$ cat config.mk
export PLATFORM = sky130hd
export DESIGN_NAME = vga_init_config_regs
export DESIGN_NICKNAME = d
export VERILOG_FILES = /design/src/vga_init_pkg.sv /design/src/vga_init_config_regs.sv
export VERILOG_INCLUDE_DIRS = /design/src
export SDC_FILE = /design/constraint.sdc
export NUM_CORES = 1
export LEC_CHECK = 0
export ABC_CLOCK_PERIOD_IN_PS = 2200
export BUFFER_PORTS_ARGS = -buffer_cell sky130_fd_sc_hd__buf_4
export CAP_MARGIN = 30
export CORE_MARGIN = 2
export CORE_UTILIZATION = 47
export CTS_CLUSTER_DIAMETER = 200
export CTS_CLUSTER_SIZE = 40
export DETAILED_ROUTE_END_ITERATION = 8
export PLACE_DENSITY = 0.76
export SLEW_MARGIN = 5
export SYNTH_ARGS = -nofsm -noshare
export SYNTH_HDL_FRONTEND = slang
export SYNTH_SLANG_ARGS = --single-unit
$ cat constraint.sdc
create_clock -name CLOCK -period 2.2 [get_ports CLOCK]
set_clock_uncertainty 0.15 [all_clocks]
set_input_delay 0.44 -clock CLOCK [delete_from_list [all_inputs] [get_ports CLOCK]]
set_output_delay 0.44 -clock CLOCK [all_outputs]
set_load 0.1 [all_outputs]
$ cat src/vga_init_regs.svh
// Purpose: Offsets, field positions, reset values and codes of the VGA setup register bank.
// Assumes: Included by the register bank and its bench; definitions only.
// Notes: Offsets are byte addresses on the register bus.
`ifndef VGA_INIT_REGS_SVH
`define VGA_INIT_REGS_SVH

`define VIR_OFF_WORD0 8'h28
`define VIR_OFF_WORD1 8'h2c
`define VIR_OFF_CMD 8'h30
`define VIR_OFF_SRC 8'h34

`define VIR_W0_WRMASK 32'h007fff47
`define VIR_W0_RESET 32'h00000008
`define VIR_W1_WRMASK 32'h1fffffff
`define VIR_W1_RESET 32'h00000000

`define VIR_W0_DISABLE 0
`define VIR_W0_EXT_TIMING 1
`define VIR_W0_DAC_8BIT 2
`define VIR_W0_EXT_ENABLE 6
`define VIR_W0_WAKE_SEL 8
`define VIR_W0_LEGACY_OFF 9
`define VIR_W0_CFG_RB_OFF 10
`define VIR_W0_FAST_BLINK 11
`define VIR_W0_SHIFT_NOFETCH 12
`define VIR_W0_DAC_DECODE 13
`define VIR_W0_BASE_LO 14
`define VIR_W0_BASE_HI 21
`define VIR_W0_HB_REFRESH_OFF 22

`define VIR_W1_WR_AP_LO 0
`define VIR_W1_WR_AP_HI 9
`define VIR_W1_RD_AP_LO 10
`define VIR_W1_RD_AP_HI 19
`define VIR_W1_CHAIN4 20
`define VIR_W1_LOCK_HORIZ 21
`define VIR_W1_LOCK_VERT 22
`define VIR_W1_LOCK_H2 23
`define VIR_W1_LOCK_VSYNC 24
`define VIR_W1_LOCK_HSYNC 25
`define VIR_W1_LOCK_CLKSEL 26
`define VIR_W1_LOCK_RAMEN 27
`define VIR_W1_LOCK_CHARCLK 28

`define VIR_PORT_WAKE_CARD 16'h46e8
`define VIR_PORT_WAKE_BOARD 16'h03c3
`define VIR_PORT_WAKE_OFFSET 16'h00c3
`define VIR_PORT_SETUP 16'h0102

`define VIR_REFRESH_BURST 2'h3
`define VIR_STRAP_SETTLE 2'h3

`define VIR_RESP_OKAY 2'h0
`define VIR_RESP_SLVERR 2'h2

`endif

$ cat src/vga_init_pkg.sv
// Purpose: Types shared by the VGA setup register bank and its users.
// Assumes: Constants live in vga_init_regs.svh.
// Notes: Nothing here holds a number of the hardware besides enum codes.
`default_nettype none
package vga_init_pkg;

    typedef enum logic [1:0] {
        TGT_CRTC = 2'b00,
        TGT_MISC = 2'b01,
        TGT_SEQ = 2'b10,
        TGT_OTHER = 2'b11
    } vga_target_e;

    typedef enum logic [2:0] {
        SEL_WORD0 = 3'b000,
        SEL_WORD1 = 3'b001,
        SEL_CMD = 3'b010,
        SEL_SRC = 3'b011,
        SEL_NONE = 3'b100
    } reg_sel_e;

    typedef struct packed {
        vga_target_e target;
        logic [7:0] index;
    } vga_wr_s;

    typedef struct packed {
        logic [31:0] data;
        logic [3:0] strb;
    } blit_wr_s;

endpackage
`default_nettype wire

$ cat src/vga_init_config_regs.sv
// Purpose: VGA setup register bank on AXI4-Lite, with lock filter, port gating and refresh burst.
// Assumes: VGA core request inputs come from logic on CLOCK; the strap is an outside pin.
// Notes: Writes to locked VGA bits come back as a keep mask with those bits cleared.
`timescale 1ns/10ps
`default_nettype none
`include "vga_init_regs.svh"

// Operation
// - Disable bit blocks every VGA core access, register and port alike.
// - CLUT width bit: zero six-bit, one eight-bit entries.
// - Extension bit turns on the extended CRTC registers.
// - Alternate config readback through CRTC index 1c enabled while bit is zero.
// - Wake port: zero uses 46e8, one uses 3c3 or base plus c3.
// - Legacy-off bit stops decode and blocks writes to 46e8 and 102; strap resets it.
// - Fast blink test bit speeds cursor and attribute blink.
// - Shift-out bit stops VGA memory fetch while pixels shift out.
// - VGA base in 64K units within the first 16M, reset zero.
// - Refresh bit zero: three refreshes after blank start, timeout deferred.
// - Refresh bit one: no blanking refreshes, timeout alone schedules them.
// - Write aperture in 32K steps.
// - Read aperture in 32K steps.
// - Chain-4 bit enables sequential addressing in the legacy window.
// - Horizontal lock rejects CRTC writes to indices 0 to 5 and 1a.
// - Vertical lock rejects writes to the vertical timing fields.
// - Six further bits lock H2, sync, clock, RAM enable and char clock.
// - Write at 30 acts as a write to the blit command register.
// - Write at 34 acts as a write to the blit source base register.
module vga_init_config_regs #(
    parameter int ADDR_W = 8
) (
    input wire logic CLOCK,
    input wire logic RST_N,
    input wire logic [ADDR_W-1:0] AWADDR,
    input wire logic [2:0] AWPROT,
    input wire logic AWVALID,
    output logic AWREADY,
    input wire logic [31:0] WDATA,
    input wire logic [3:0] WSTRB,
    input wire logic WVALID,
    output logic WREADY,
    output logic [1:0] BRESP,
    output logic BVALID,
    input wire logic BREADY,
    input wire logic [ADDR_W-1:0] ARADDR,
    input wire logic [2:0] ARPROT,
    input wire logic ARVALID,
    output logic ARREADY,
    output logic [31:0] RDATA,
    output logic [1:0] RRESP,
    output logic RVALID,
    input wire logic RREADY,
    input wire logic STRAP_MULTIMEDIA,
    input wire logic VGA_WR_VALID,
    input wire vga_init_pkg::vga_wr_s VGA_WR_REQ,
    output logic VGA_WR_STROBE,
    output logic [7:0] VGA_WR_KEEP,
    input wire logic IO_WR_VALID,
    input wire logic [15:0] IO_WR_ADDR,
    input wire logic [15:0] IO_BASE,
    output logic IO_WR_ACCEPT,
    output logic WAKE_HIT,
    input wire logic SCANOUT,
    input wire logic HBLANK_START,
    input wire logic SHIFT_ACTIVE,
    output logic REFRESH_REQ,
    output logic REFRESH_DEFER,
    output logic FETCH_ALLOW,
    output logic VGA_DISABLE,
    output logic EXT_TIMING,
    output logic DAC_8BIT,
    output logic EXT_ENABLE,
    output logic CFG_READBACK_EN,
    output logic WAKE_SEL_BOARD,
    output logic LEGACY_DECODE_OFF,
    output logic FAST_BLINK,
    output logic [7:0] VGA_BASE,
    output logic [9:0] VBE_WR_APERTURE,
    output logic [9:0] VBE_RD_APERTURE,
    output logic CHAIN4,
    output logic BLIT_CMD_WE,
    output logic BLIT_SRC_WE,
    output vga_init_pkg::blit_wr_s BLIT_WR
);

    logic [31:0] word0;
    logic [31:0] word1;
    logic [ADDR_W-1:0] aw_addr;
    logic [31:0] w_data;
    logic [3:0] w_strb;
    logic wr_exec;
    vga_init_pkg::reg_sel_e wr_sel;
    logic strap_s1;
    logic strap_s2;
    logic strap_s3;
    logic [1:0] strap_cnt;
    logic strap_done;
    logic strap_load;
    logic [1:0] refresh_cnt;
    logic refresh_load;
    logic [7:0] lock_bits;
    logic io_blocked;
    logic wake_match;

    function automatic vga_init_pkg::reg_sel_e decode(input logic [ADDR_W-1:0] addr);
        logic [7:0] a;
        a = addr[7:0];
        if ((addr >> 8) != '0) begin
            return vga_init_pkg::SEL_NONE;
        end
        case (a)
            `VIR_OFF_WORD0: return vga_init_pkg::SEL_WORD0;
            `VIR_OFF_WORD1: return vga_init_pkg::SEL_WORD1;
            `VIR_OFF_CMD: return vga_init_pkg::SEL_CMD;
            `VIR_OFF_SRC: return vga_init_pkg::SEL_SRC;
            default: return vga_init_pkg::SEL_NONE;
        endcase
    endfunction

    function automatic logic [31:0] merge(input logic [31:0] old, input logic [31:0] data,
                                          input logic [3:0] strb, input logic [31:0] wmask);
        logic [31:0] m;
        m = {{8{strb[3]}}, {8{strb[2]}}, {8{strb[1]}}, {8{strb[0]}}} & wmask;
        return (old & ~m) | (data & m);
    endfunction

    // Bits of the addressed VGA register that the current locks protect.
    function automatic logic [7:0] lock_of(input vga_init_pkg::vga_wr_s req,
                                           input logic [31:0] w1);
        logic [7:0] l;
        logic hz;
        logic vt;
        l = 8'h00;
        hz = w1[`VIR_W1_LOCK_HORIZ];
        vt = w1[`VIR_W1_LOCK_VERT];
        case (req.target)
            vga_init_pkg::TGT_CRTC: begin
                case (req.index)
                    8'h00, 8'h01, 8'h02, 8'h03, 8'h04, 8'h05, 8'h1a: l = {8{hz}};
                    8'h06, 8'h09, 8'h10, 8'h15, 8'h16, 8'h1b: l = {8{vt}};
                    8'h07: l = {8{vt}} & 8'had;
                    8'h11: l = {8{vt}} & 8'h0f;
                    8'h17: l = {5'h00, w1[`VIR_W1_LOCK_H2], 2'h0};
                    default: l = 8'h00;
                endcase
            end
            vga_init_pkg::TGT_MISC: begin
                l = {w1[`VIR_W1_LOCK_VSYNC], w1[`VIR_W1_LOCK_HSYNC], 2'h0,
                     {2{w1[`VIR_W1_LOCK_CLKSEL]}}, w1[`VIR_W1_LOCK_RAMEN], 1'b0};
            end
            vga_init_pkg::TGT_SEQ: begin
                l = {7'h00, (req.index == 8'h01) & w1[`VIR_W1_LOCK_CHARCLK]};
            end
            default: l = 8'h00;
        endcase
        return l;
    endfunction

    assign wr_exec = !AWREADY && !WREADY && !BVALID;
    assign wr_sel = decode(aw_addr);

    // Write address and data are taken in either order and held until the write runs.
    always_ff @(posedge CLOCK or negedge RST_N) begin
        if (!RST_N) begin
            AWREADY <= 1'b1;
            WREADY <= 1'b1;
            aw_addr <= '0;
            w_data <= 32'h00000000;
            w_strb <= 4'h0;
        end else begin
            if (AWVALID && AWREADY) begin
                AWREADY <= 1'b0;
                aw_addr <= AWADDR;
            end else if (wr_exec) begin
                AWREADY <= 1'b1;
            end
            if (WVALID && WREADY) begin
                WREADY <= 1'b0;
                w_data <= WDATA;
                w_strb <= WSTRB;
            end else if (wr_exec) begin
                WREADY <= 1'b1;
            end
        end
    end

    always_ff @(posedge CLOCK or negedge RST_N) begin
        if (!RST_N) begin
            BVALID <= 1'b0;
            BRESP <= `VIR_RESP_OKAY;
        end else if (wr_exec) begin
            BVALID <= 1'b1;
            BRESP <= (wr_sel == vga_init_pkg::SEL_NONE) ? `VIR_RESP_SLVERR : `VIR_RESP_OKAY;
        end else if (BREADY) begin
            BVALID <= 1'b0;
        end
    end

    // The strap pin is synchronised and caught once it has settled after reset.
    always_ff @(posedge CLOCK or negedge RST_N) begin
        if (!RST_N) begin
            strap_s1 <= 1'b0;
            strap_s2 <= 1'b0;
            strap_s3 <= 1'b0;
            strap_cnt <= 2'h0;
            strap_done <= 1'b0;
        end else begin
            strap_s1 <= STRAP_MULTIMEDIA;
            strap_s2 <= strap_s1;
            strap_s3 <= strap_s2;
            if (strap_cnt != `VIR_STRAP_SETTLE) begin
                strap_cnt <= strap_cnt + 2'h1;
            end
            if (strap_load) begin
                strap_done <= 1'b1;
            end
        end
    end

    assign strap_load = !strap_done && (strap_cnt == `VIR_STRAP_SETTLE) && (strap_s2 == strap_s3);

    always_ff @(posedge CLOCK or negedge RST_N) begin
        if (!RST_N) begin
            word0 <= `VIR_W0_RESET;
        end else if (wr_exec && wr_sel == vga_init_pkg::SEL_WORD0) begin
            word0 <= merge(word0, w_data, w_strb, `VIR_W0_WRMASK);
        end else if (strap_load) begin
            word0[`VIR_W0_LEGACY_OFF] <= strap_s3;
        end
    end

    always_ff @(posedge CLOCK or negedge RST_N) begin
        if (!RST_N) begin
            word1 <= `VIR_W1_RESET;
        end else if (wr_exec && wr_sel == vga_init_pkg::SEL_WORD1) begin
            word1 <= merge(word1, w_data, w_strb, `VIR_W1_WRMASK);
        end
    end

    // Writes at the alias offsets are passed to the blit unit as one-cycle strobes.
    always_ff @(posedge CLOCK or negedge RST_N) begin
        if (!RST_N) begin
            BLIT_CMD_WE <= 1'b0;
            BLIT_SRC_WE <= 1'b0;
            BLIT_WR <= '0;
        end else begin
            BLIT_CMD_WE <= wr_exec && wr_sel == vga_init_pkg::SEL_CMD;
            BLIT_SRC_WE <= wr_exec && wr_sel == vga_init_pkg::SEL_SRC;
            if (wr_exec) begin
                BLIT_WR <= '{data: w_data, strb: w_strb};
            end
        end
    end

    // Reads answer one cycle after the address is taken; alias offsets read as zero.
    always_ff @(posedge CLOCK or negedge RST_N) begin
        if (!RST_N) begin
            ARREADY <= 1'b1;
            RVALID <= 1'b0;
            RDATA <= 32'h00000000;
            RRESP <= `VIR_RESP_OKAY;
        end else if (ARVALID && ARREADY) begin
            ARREADY <= 1'b0;
            RVALID <= 1'b1;
            RRESP <= `VIR_RESP_OKAY;
            case (decode(ARADDR))
                vga_init_pkg::SEL_WORD0: RDATA <= word0;
                vga_init_pkg::SEL_WORD1: RDATA <= word1;
                vga_init_pkg::SEL_CMD, vga_init_pkg::SEL_SRC: RDATA <= 32'h00000000;
                default: begin
                    RDATA <= 32'h00000000;
                    RRESP <= `VIR_RESP_SLVERR;
                end
            endcase
        end else if (RVALID && RREADY) begin
            RVALID <= 1'b0;
            ARREADY <= 1'b1;
        end
    end

    assign lock_bits = lock_of(VGA_WR_REQ, word1);

    // Core register writes: whole write dropped when disabled, locked bits masked off.
    always_ff @(posedge CLOCK or negedge RST_N) begin
        if (!RST_N) begin
            VGA_WR_STROBE <= 1'b0;
            VGA_WR_KEEP <= 8'h00;
        end else begin
            VGA_WR_STROBE <= VGA_WR_VALID && !word0[`VIR_W0_DISABLE];
            VGA_WR_KEEP <= ~lock_bits;
        end
    end

    assign io_blocked = word0[`VIR_W0_DISABLE] ||
                        (word0[`VIR_W0_LEGACY_OFF] &&
                         (IO_WR_ADDR == `VIR_PORT_WAKE_CARD || IO_WR_ADDR == `VIR_PORT_SETUP));
    assign wake_match = word0[`VIR_W0_WAKE_SEL] ?
                        (IO_WR_ADDR == `VIR_PORT_WAKE_BOARD ||
                         IO_WR_ADDR == IO_BASE + `VIR_PORT_WAKE_OFFSET) :
                        (IO_WR_ADDR == `VIR_PORT_WAKE_CARD);

    always_ff @(posedge CLOCK or negedge RST_N) begin
        if (!RST_N) begin
            IO_WR_ACCEPT <= 1'b0;
            WAKE_HIT <= 1'b0;
        end else begin
            IO_WR_ACCEPT <= IO_WR_VALID && !io_blocked;
            WAKE_HIT <= IO_WR_VALID && !io_blocked && wake_match;
        end
    end

    assign refresh_load = SCANOUT && HBLANK_START && !word0[`VIR_W0_HB_REFRESH_OFF];

    // Three refresh requests follow each blanking start during scan-out unless blanking refresh is off.
    always_ff @(posedge CLOCK or negedge RST_N) begin
        if (!RST_N) begin
            refresh_cnt <= 2'h0;
            REFRESH_REQ <= 1'b0;
            REFRESH_DEFER <= 1'b0;
        end else begin
            if (refresh_load) begin
                refresh_cnt <= `VIR_REFRESH_BURST - 2'h1;
                REFRESH_REQ <= 1'b1;
            end else if (refresh_cnt != 2'h0 && !word0[`VIR_W0_HB_REFRESH_OFF]) begin
                refresh_cnt <= refresh_cnt - 2'h1;
                REFRESH_REQ <= 1'b1;
            end else begin
                refresh_cnt <= 2'h0;
                REFRESH_REQ <= 1'b0;
            end
            REFRESH_DEFER <= SCANOUT && !word0[`VIR_W0_HB_REFRESH_OFF];
        end
    end

    always_ff @(posedge CLOCK or negedge RST_N) begin
        if (!RST_N) begin
            FETCH_ALLOW <= 1'b1;
        end else begin
            FETCH_ALLOW <= !word0[`VIR_W0_DISABLE] &&
                           !(word0[`VIR_W0_SHIFT_NOFETCH] && SHIFT_ACTIVE);
        end
    end

    assign VGA_DISABLE = word0[`VIR_W0_DISABLE];
    assign EXT_TIMING = word0[`VIR_W0_EXT_TIMING];
    assign DAC_8BIT = word0[`VIR_W0_DAC_8BIT];
    assign EXT_ENABLE = word0[`VIR_W0_EXT_ENABLE];
    assign CFG_READBACK_EN = !word0[`VIR_W0_CFG_RB_OFF];
    assign WAKE_SEL_BOARD = word0[`VIR_W0_WAKE_SEL];
    assign LEGACY_DECODE_OFF = word0[`VIR_W0_LEGACY_OFF];
    assign FAST_BLINK = word0[`VIR_W0_FAST_BLINK];
    assign VGA_BASE = word0[`VIR_W0_BASE_HI:`VIR_W0_BASE_LO];
    assign VBE_WR_APERTURE = word1[`VIR_W1_WR_AP_HI:`VIR_W1_WR_AP_LO];
    assign VBE_RD_APERTURE = word1[`VIR_W1_RD_AP_HI:`VIR_W1_RD_AP_LO];
    assign CHAIN4 = word1[`VIR_W1_CHAIN4];
endmodule
`default_nettype wire

==> qor.csv, run 1 <==
metric;value;unit
status;finished clean;
cp-end-kind;register;
wl;20.8;mm
start_util;48.1;%
cp-start-kind;register;
syn-cell-area;0.00832;mm^2
setup_slack;0.0344;ns
crit_required;2.36;ns
synth-edff-count;0;
io_buffers;231;
hpwl;15.1;mm
path_depth;6;
io_pins;243;
path_cells;or4b_4 > nor4_4 > and2_4 > buf_12 > nand2_4 > mux2_2;
synthMuxAreaShare;15.0;%
grt_pass1_wl;32.9;mm
min_path_type;input pin to register;
track_usage;22.8;%
synthSimpleGateAreaFrac;13.2;%
grt_pass1_vias;6391;
async_flop_share;100;%
ys.flop_type;dfrtp_1;
cap_violations;0;
synth_top_family_by_area;multiplexers;
worst-path-max-fanout;8;
synth_cells;734;
p_clk_share;20.3;%
drc;0;
slew_viol_final;0;
die_h;137;um
drtPass1Iterations;4;
rsz0062_at_grt;true;
fin_crit;2.17;ns
seq_power_share;34.6;%
p_sw;7.14;mW
synthAdderAreaFrac;0.451;%
synth_cell_type_count;59;
antenna_found_initial;0;
grt_max_degree;70;
vdd.ir_drop.worst;0.00114;V
htree_levels;4;
seq_area_frac_synth;56.6;%
hold_depth;2;
setup_viol;0;
vias;6258;
final_util;64.1;%
clkTransAtPathRegs;0.07;ns
hold_viol_final;0;
num-nets-final;1093;
die_area;0.0188;mm^2
clk_latency;0.42;ns
rows;48;
synth_compound_area_share;7.49;%
crit_buf_inv;1;
design.core.area;0.0173;mm^2
area_delta_synth_final;33.2;%
critical_path_class;register to register;
root_buffer;clkbuf_16;
cp_slowest_stage_delay;0.56;ns
final_common_cell;buf_4;
numCtsBuffers;17;
mostFrequentLayoutCells;buf_4 (268), dfrtp_1 (183), nand2_1 (147);
routedWlPerCell;17.1;um
synth-seq-cells;188;
path_delay_family;simple AND/OR/NAND/NOR gates;
ys_top_cells_by_area;dfrtp_1 (55%), mux2_2 (12%), nand2_1 (6.8%), buf_4 (3.1%), mux2i_1 (2.4%);
cp_slowest_cell;or4b_4;
netlist.area_leader.share;55.3;%
fillers;1420;
clock.fmax;0.462;GHz
gp_congestion;0.837;
r2r_cells;6;
final.setup.tns;0;ns
max_slew_margin;66.2;%
tritoncts;done;
n_antenna_cell;0;
clkSinkCount;188;
vias_per_cell;5.15;
switching_share;47.7;%
avgSynthCellArea;11.3;um^2
power;15.0;mW
drtIter0Drc;206;
leakagePower;5.53;nW
synth_top_area_cell;dfrtp_1;
combPwrFrac;45.1;%
yosysWarnings;0;
ant_nets;0;
finalCritPeriodShare;98.4;%
layout-drive-gt1-share;42.7;%
powerDensity;1350;mW/mm^2
power.internal;7.82;mW
tightest_slew;0.507;ns
pre_cts_slack;-0.255;ns
clockBufferDepth;2;
synth_xor_area_share;2.21;%
crit_arrival;2.33;ns
grt-ovfl-total;0;
die_w;137;um
holdWs;0.0300;ns
[area by class of cell]
class,instances,area [um^2],area share [%]
clock inverter,14,148,1.33
multi-input combinational,472,3260,29.4
clock buffer,18,439,3.96
inverter,19,71.3,0.643
timing repair buffer,279,2180,19.6
tap,225,282,2.54
sequential,188,4710,42.5
[stage by stage]
step           cells  area, um^2
2_1_floorplan    738        8370
3_3_place_gp    1177       10400
3_5_place_dp    1177       10400
4_1_cts         1214       11100
5_1_grt         1215       11100
6_report        1215       11100
[per-layer routing]
layer	vias up	wire (um)	GRT usage, %
li1	2984	-	-
met1	3077	8590	28.9
met2	179	10500	37.9
met3	18	1430	6.37
met4	0	275	7.27
met5	-	0	0
[kinds of logic after synthesis]
group                    count (synthesis)
AO/OA/AOI/OAI                           98
XOR/XNOR                                21
adder cells (fa/ha/maj)                  3
buffers and inverters                   78
flip-flops                             188
multiplexers                           113
other                                    1
AND/OR/NAND/NOR                        232
[cells in the mapped netlist, types with 7 or more instances]
cell type,n
a211oi_1,7
a21oi_1,19
a22o_1,9
buf_4,34
clkbuf_1,21
dfrtp_1,184
inv_1,19
mux2_2,92
mux2i_1,20
nand2_1,150
nand2b_1,9
nor2_1,13
o21ai_0,36
xnor2_1,11
xor2_1,10
[worst register-to-register path: cells and delay by family (launching register included)]
family                 cells  cell delay, ns
buffers and inverters      1            0.13
flip-flops                 1            0.38
multiplexers               1            0.31
AND/OR/NAND/NOR            4            1.07
[repair_timing]
item                                   4_1_cts  5_1_grt
hold buffers                                 4        0
gates resized for setup                      5        4
pin swaps                                    2        1
endpoints found under the hold margin       36        0
setup endpoints to repair                   40       48
setup buffers                                1        1
[final timing paths]
kind,from,to,slack (ns)
max,aw_addr[0],register,0.03
min,ARVALID,ARREADY,0.03
max reg2reg,aw_addr[0],register,0.03
min reg2reg,strap_s1,strap_s2,0.22
max in group asynchronous,RST_N,ARREADY,0.90
min in group asynchronous,RST_N,w_data[16],0.33
[power groups by stage]
stage,Combinational [mW],Sequential [mW],Clock [mW]
after floorplan,2.25,8.03,0
after CTS,6.78,5.17,3.12
after global routing,7.10,5.30,3.27
after detailed placement,6.75,5.21,0
after global placement,6.64,5.17,0
final,6.74,5.18,3.04
No activity file was read; power rests on OpenSTA's default activity.
==> inputs of run 2 (changes only) <==
--- a/config.mk
+++ b/config.mk
@@ -9,7 +9,7 @@
 export ABC_CLOCK_PERIOD_IN_PS = 2200
 export BUFFER_PORTS_ARGS = -buffer_cell sky130_fd_sc_hd__buf_4
 export CAP_MARGIN = 30
-export CORE_MARGIN = 2
+export CORE_MARGIN = 4
 export CORE_UTILIZATION = 47
 export CTS_CLUSTER_DIAMETER = 200
 export CTS_CLUSTER_SIZE = 40
==> run 2 against run 1 <==
  * Final area rose by 0.16%
  * Highest routed layer unchanged
  * Sequential share of layout area decreased by 0.067 points
  * Sequential power hardly changed
  * Via count grew 0.78%
  * Combinational power hardly changed
  * Worst hold slack got worse by 0.011 ns
  * Wire length up 5.4%
  * Core utilization shrank 0.12 points
  * Non-clock buffer count up 3
  * Largest power group unchanged
  * Worst setup slack improved by 0.035 ns
  * Register-to-register slack gained 0.03 ns
  * Critical path type unchanged
==> qor.csv, run 2 (same netlist as run 1, synthesis figures left out) <==
metric;value;unit;change
antenna_found_initial;0;;unchanged
numCtsBuffers;17;;unchanged
powerDensity;1350;mW/mm^2;about the same
gp_congestion;0.842;;+0.62%
status;finished clean;;
critical_path_class;register to register;;
layout-drive-gt1-share;42.7;%;about the same
clkTransAtPathRegs;0.07;ns;about the same
grt_pass1_wl;34.5;mm;+4.8%
htree_levels;4;;unchanged
min_path_type;input pin to register;;
grt-ovfl-total;0;;unchanged
hold_viol_final;0;;unchanged
die_h;141;um;+2.9%
critPathLaunch;aw_addr[0];;
drtPass1Iterations;4;;unchanged
area_delta_synth_final;33.4;%;
cp-end-kind;register;;
finalCritPeriodShare;96.9;%;-1.6 points
clkSinkCount;188;;unchanged
cap_violations;0;;unchanged
die_area;0.0199;mm^2;+5.9%
design.core.area;0.0174;mm^2;+0.35%
track_usage;21.9;%;-0.85 points
wl;21.9;mm;+5.4%
grt_max_degree;56;;-20%
num-nets-final;1096;;+0.27%
n_antenna_cell;0;;unchanged
tightest_slew;0.537;ns;+0.0299 ns
vdd.ir_drop.worst;0.00115;V;+1.0%
power;15.0;mW;+0.14%
final_util;64.0;%;-0.12 points
crit_arrival;2.28;ns;-0.05 ns
clock.fmax;0.469;GHz;+1.6%
hpwl;16.1;mm;+6.6%
rows;48;;unchanged
r2r_start;aw_addr[0];;
root_buffer;clkbuf_16;;
grt_pass1_vias;6556;;+2.6%
final_common_cell;buf_4;;
routedWlPerCell;18.0;um;+5.2%
tritoncts;done;;
io_pins;243;;unchanged
clk_latency;0.42;ns;about the same
ant_nets;0;;unchanged
leakagePower;5.53;nW;about the same
vias_per_cell;5.18;;+0.53%
fin_crit;2.13;ns;-0.0349 ns
drc;0;;unchanged
post-cts-setup-buffers;0;;-1
slew_viol_final;0;;unchanged
worst-path-max-fanout;8;;unchanged
fillers;1389;;-2.2%
start_util;48.0;%;-0.17 points
crit_required;2.35;ns;about the same
multiInputGateArea;0.00326;mm^2;about the same
io_buffers;231;;unchanged
seqCellArea;0.00471;mm^2;unchanged
cp-start-kind;register;;
setup_viol;0;;unchanged
holdWs;0.0192;ns;-0.0108 ns
drtIter0Drc;279;;+35%
mostFrequentLayoutCells;buf_4 (272), dfrtp_1 (183), nand2_1 (148);;
max_slew_margin;64.2;%;-2.0 points
vias;6307;;+0.78%
rsz0062_at_grt;true;;
min_from;ARVALID;;
clockBufferDepth;2;;unchanged
die_w;141;um;+2.9%
-- run 2: cell count changes in the layout (fill, tap and decap cells not counted), sizes merged --
cell / delta
bufinv: +1
inv: -3
dlygate4sd3: -1
clkinv: -2
clkbuf: +2
clkinvlp: +2
buf: +4
-- run 2: area by class of cell --
| type | count | share of cell area (%) |
|---|---|---|
| clock buffer | 20 | 3.93 |
| clock inverter | 12 | 1.23 |
| inverter | 19 | 0.642 |
| multi-input combinational | 472 | 29.4 |
| sequential | 188 | 42.4 |
| tap | 225 | 2.53 |
| timing repair buffer | 282 | 19.9 |
-- run 2: power by group --
| group | internal [mW] | leakage, nW | switching, mW | total [mW] |
|---|---|---|---|---|
| Combinational | 1.74 | 2.89 | 5.02 | 6.76 |
| Clock | 1.69 | 0.272 | 1.33 | 3.02 |
| Sequential | 4.45 | 2.37 | 0.757 | 5.20 |
| Total | 7.87 | 5.53 | 7.11 | 15.0 |
-- run 2: stage by stage --
| step | cell area (um^2) | setup TNS [ns] | worst slack, ns | std cells |
|---|---|---|---|---|
| 2_1_floorplan | 8370 | -0.532 | -0.0337 | 738 |
| 3_3_place_gp | 10500 | -1.86 | -0.350 | 1183 |
| 3_5_place_dp | 10500 | -2.90 | -0.378 | 1183 |
| 4_1_cts | 11100 | 0 | 0.0490 | 1218 |
| 5_1_grt | 11100 | -0.136 | -0.0185 | 1218 |
| 6_report | 11100 | 0 | 0.0693 | 1218 |
-- run 2: what timing repair did --
item                                   in CTS  in global routing
pin swaps                                   2                  1
hold buffers                                3                  0
resized for setup                           5                  3
setup endpoints to repair                  40                 18
endpoints found under the hold margin      49                  0
-- run 2: critical path: stages, from the launching register on --
cell and delay (ns):
dfrtp_1 0.38, or4b_4 0.56, nor4_4 0.18, and2_4 0.20
buf_12 0.13, nand2_4 0.11, mux2_2 0.30
-- run 2: routing by layer --
layer / track usage, % / part of all wire, % / wire length [um] / vias to the layer above
met5: 0 / 0 / 0 / -
met4: 7.80 / 2.2 / 478 / 0
met3: 6.11 / 7.1 / 1550 / 33
met2: 37.2 / 50 / 11000 / 188
met1: 26.9 / 41 / 8890 / 3103
li1: - / - / - / 2983
-- run 2: path summary, 6_finish.rpt --
check                              endpoint  slack, ns  depth (start not counted)
worst max-delay path               register       0.07                          6
worst min-delay path                ARREADY       0.02                          2
worst max register to register     register       0.07                          6
worst min register to register     strap_s2       0.24                          0
max in group asynchronous       FETCH_ALLOW       0.80                          3
min in group asynchronous         RDATA[16]       0.40                          2
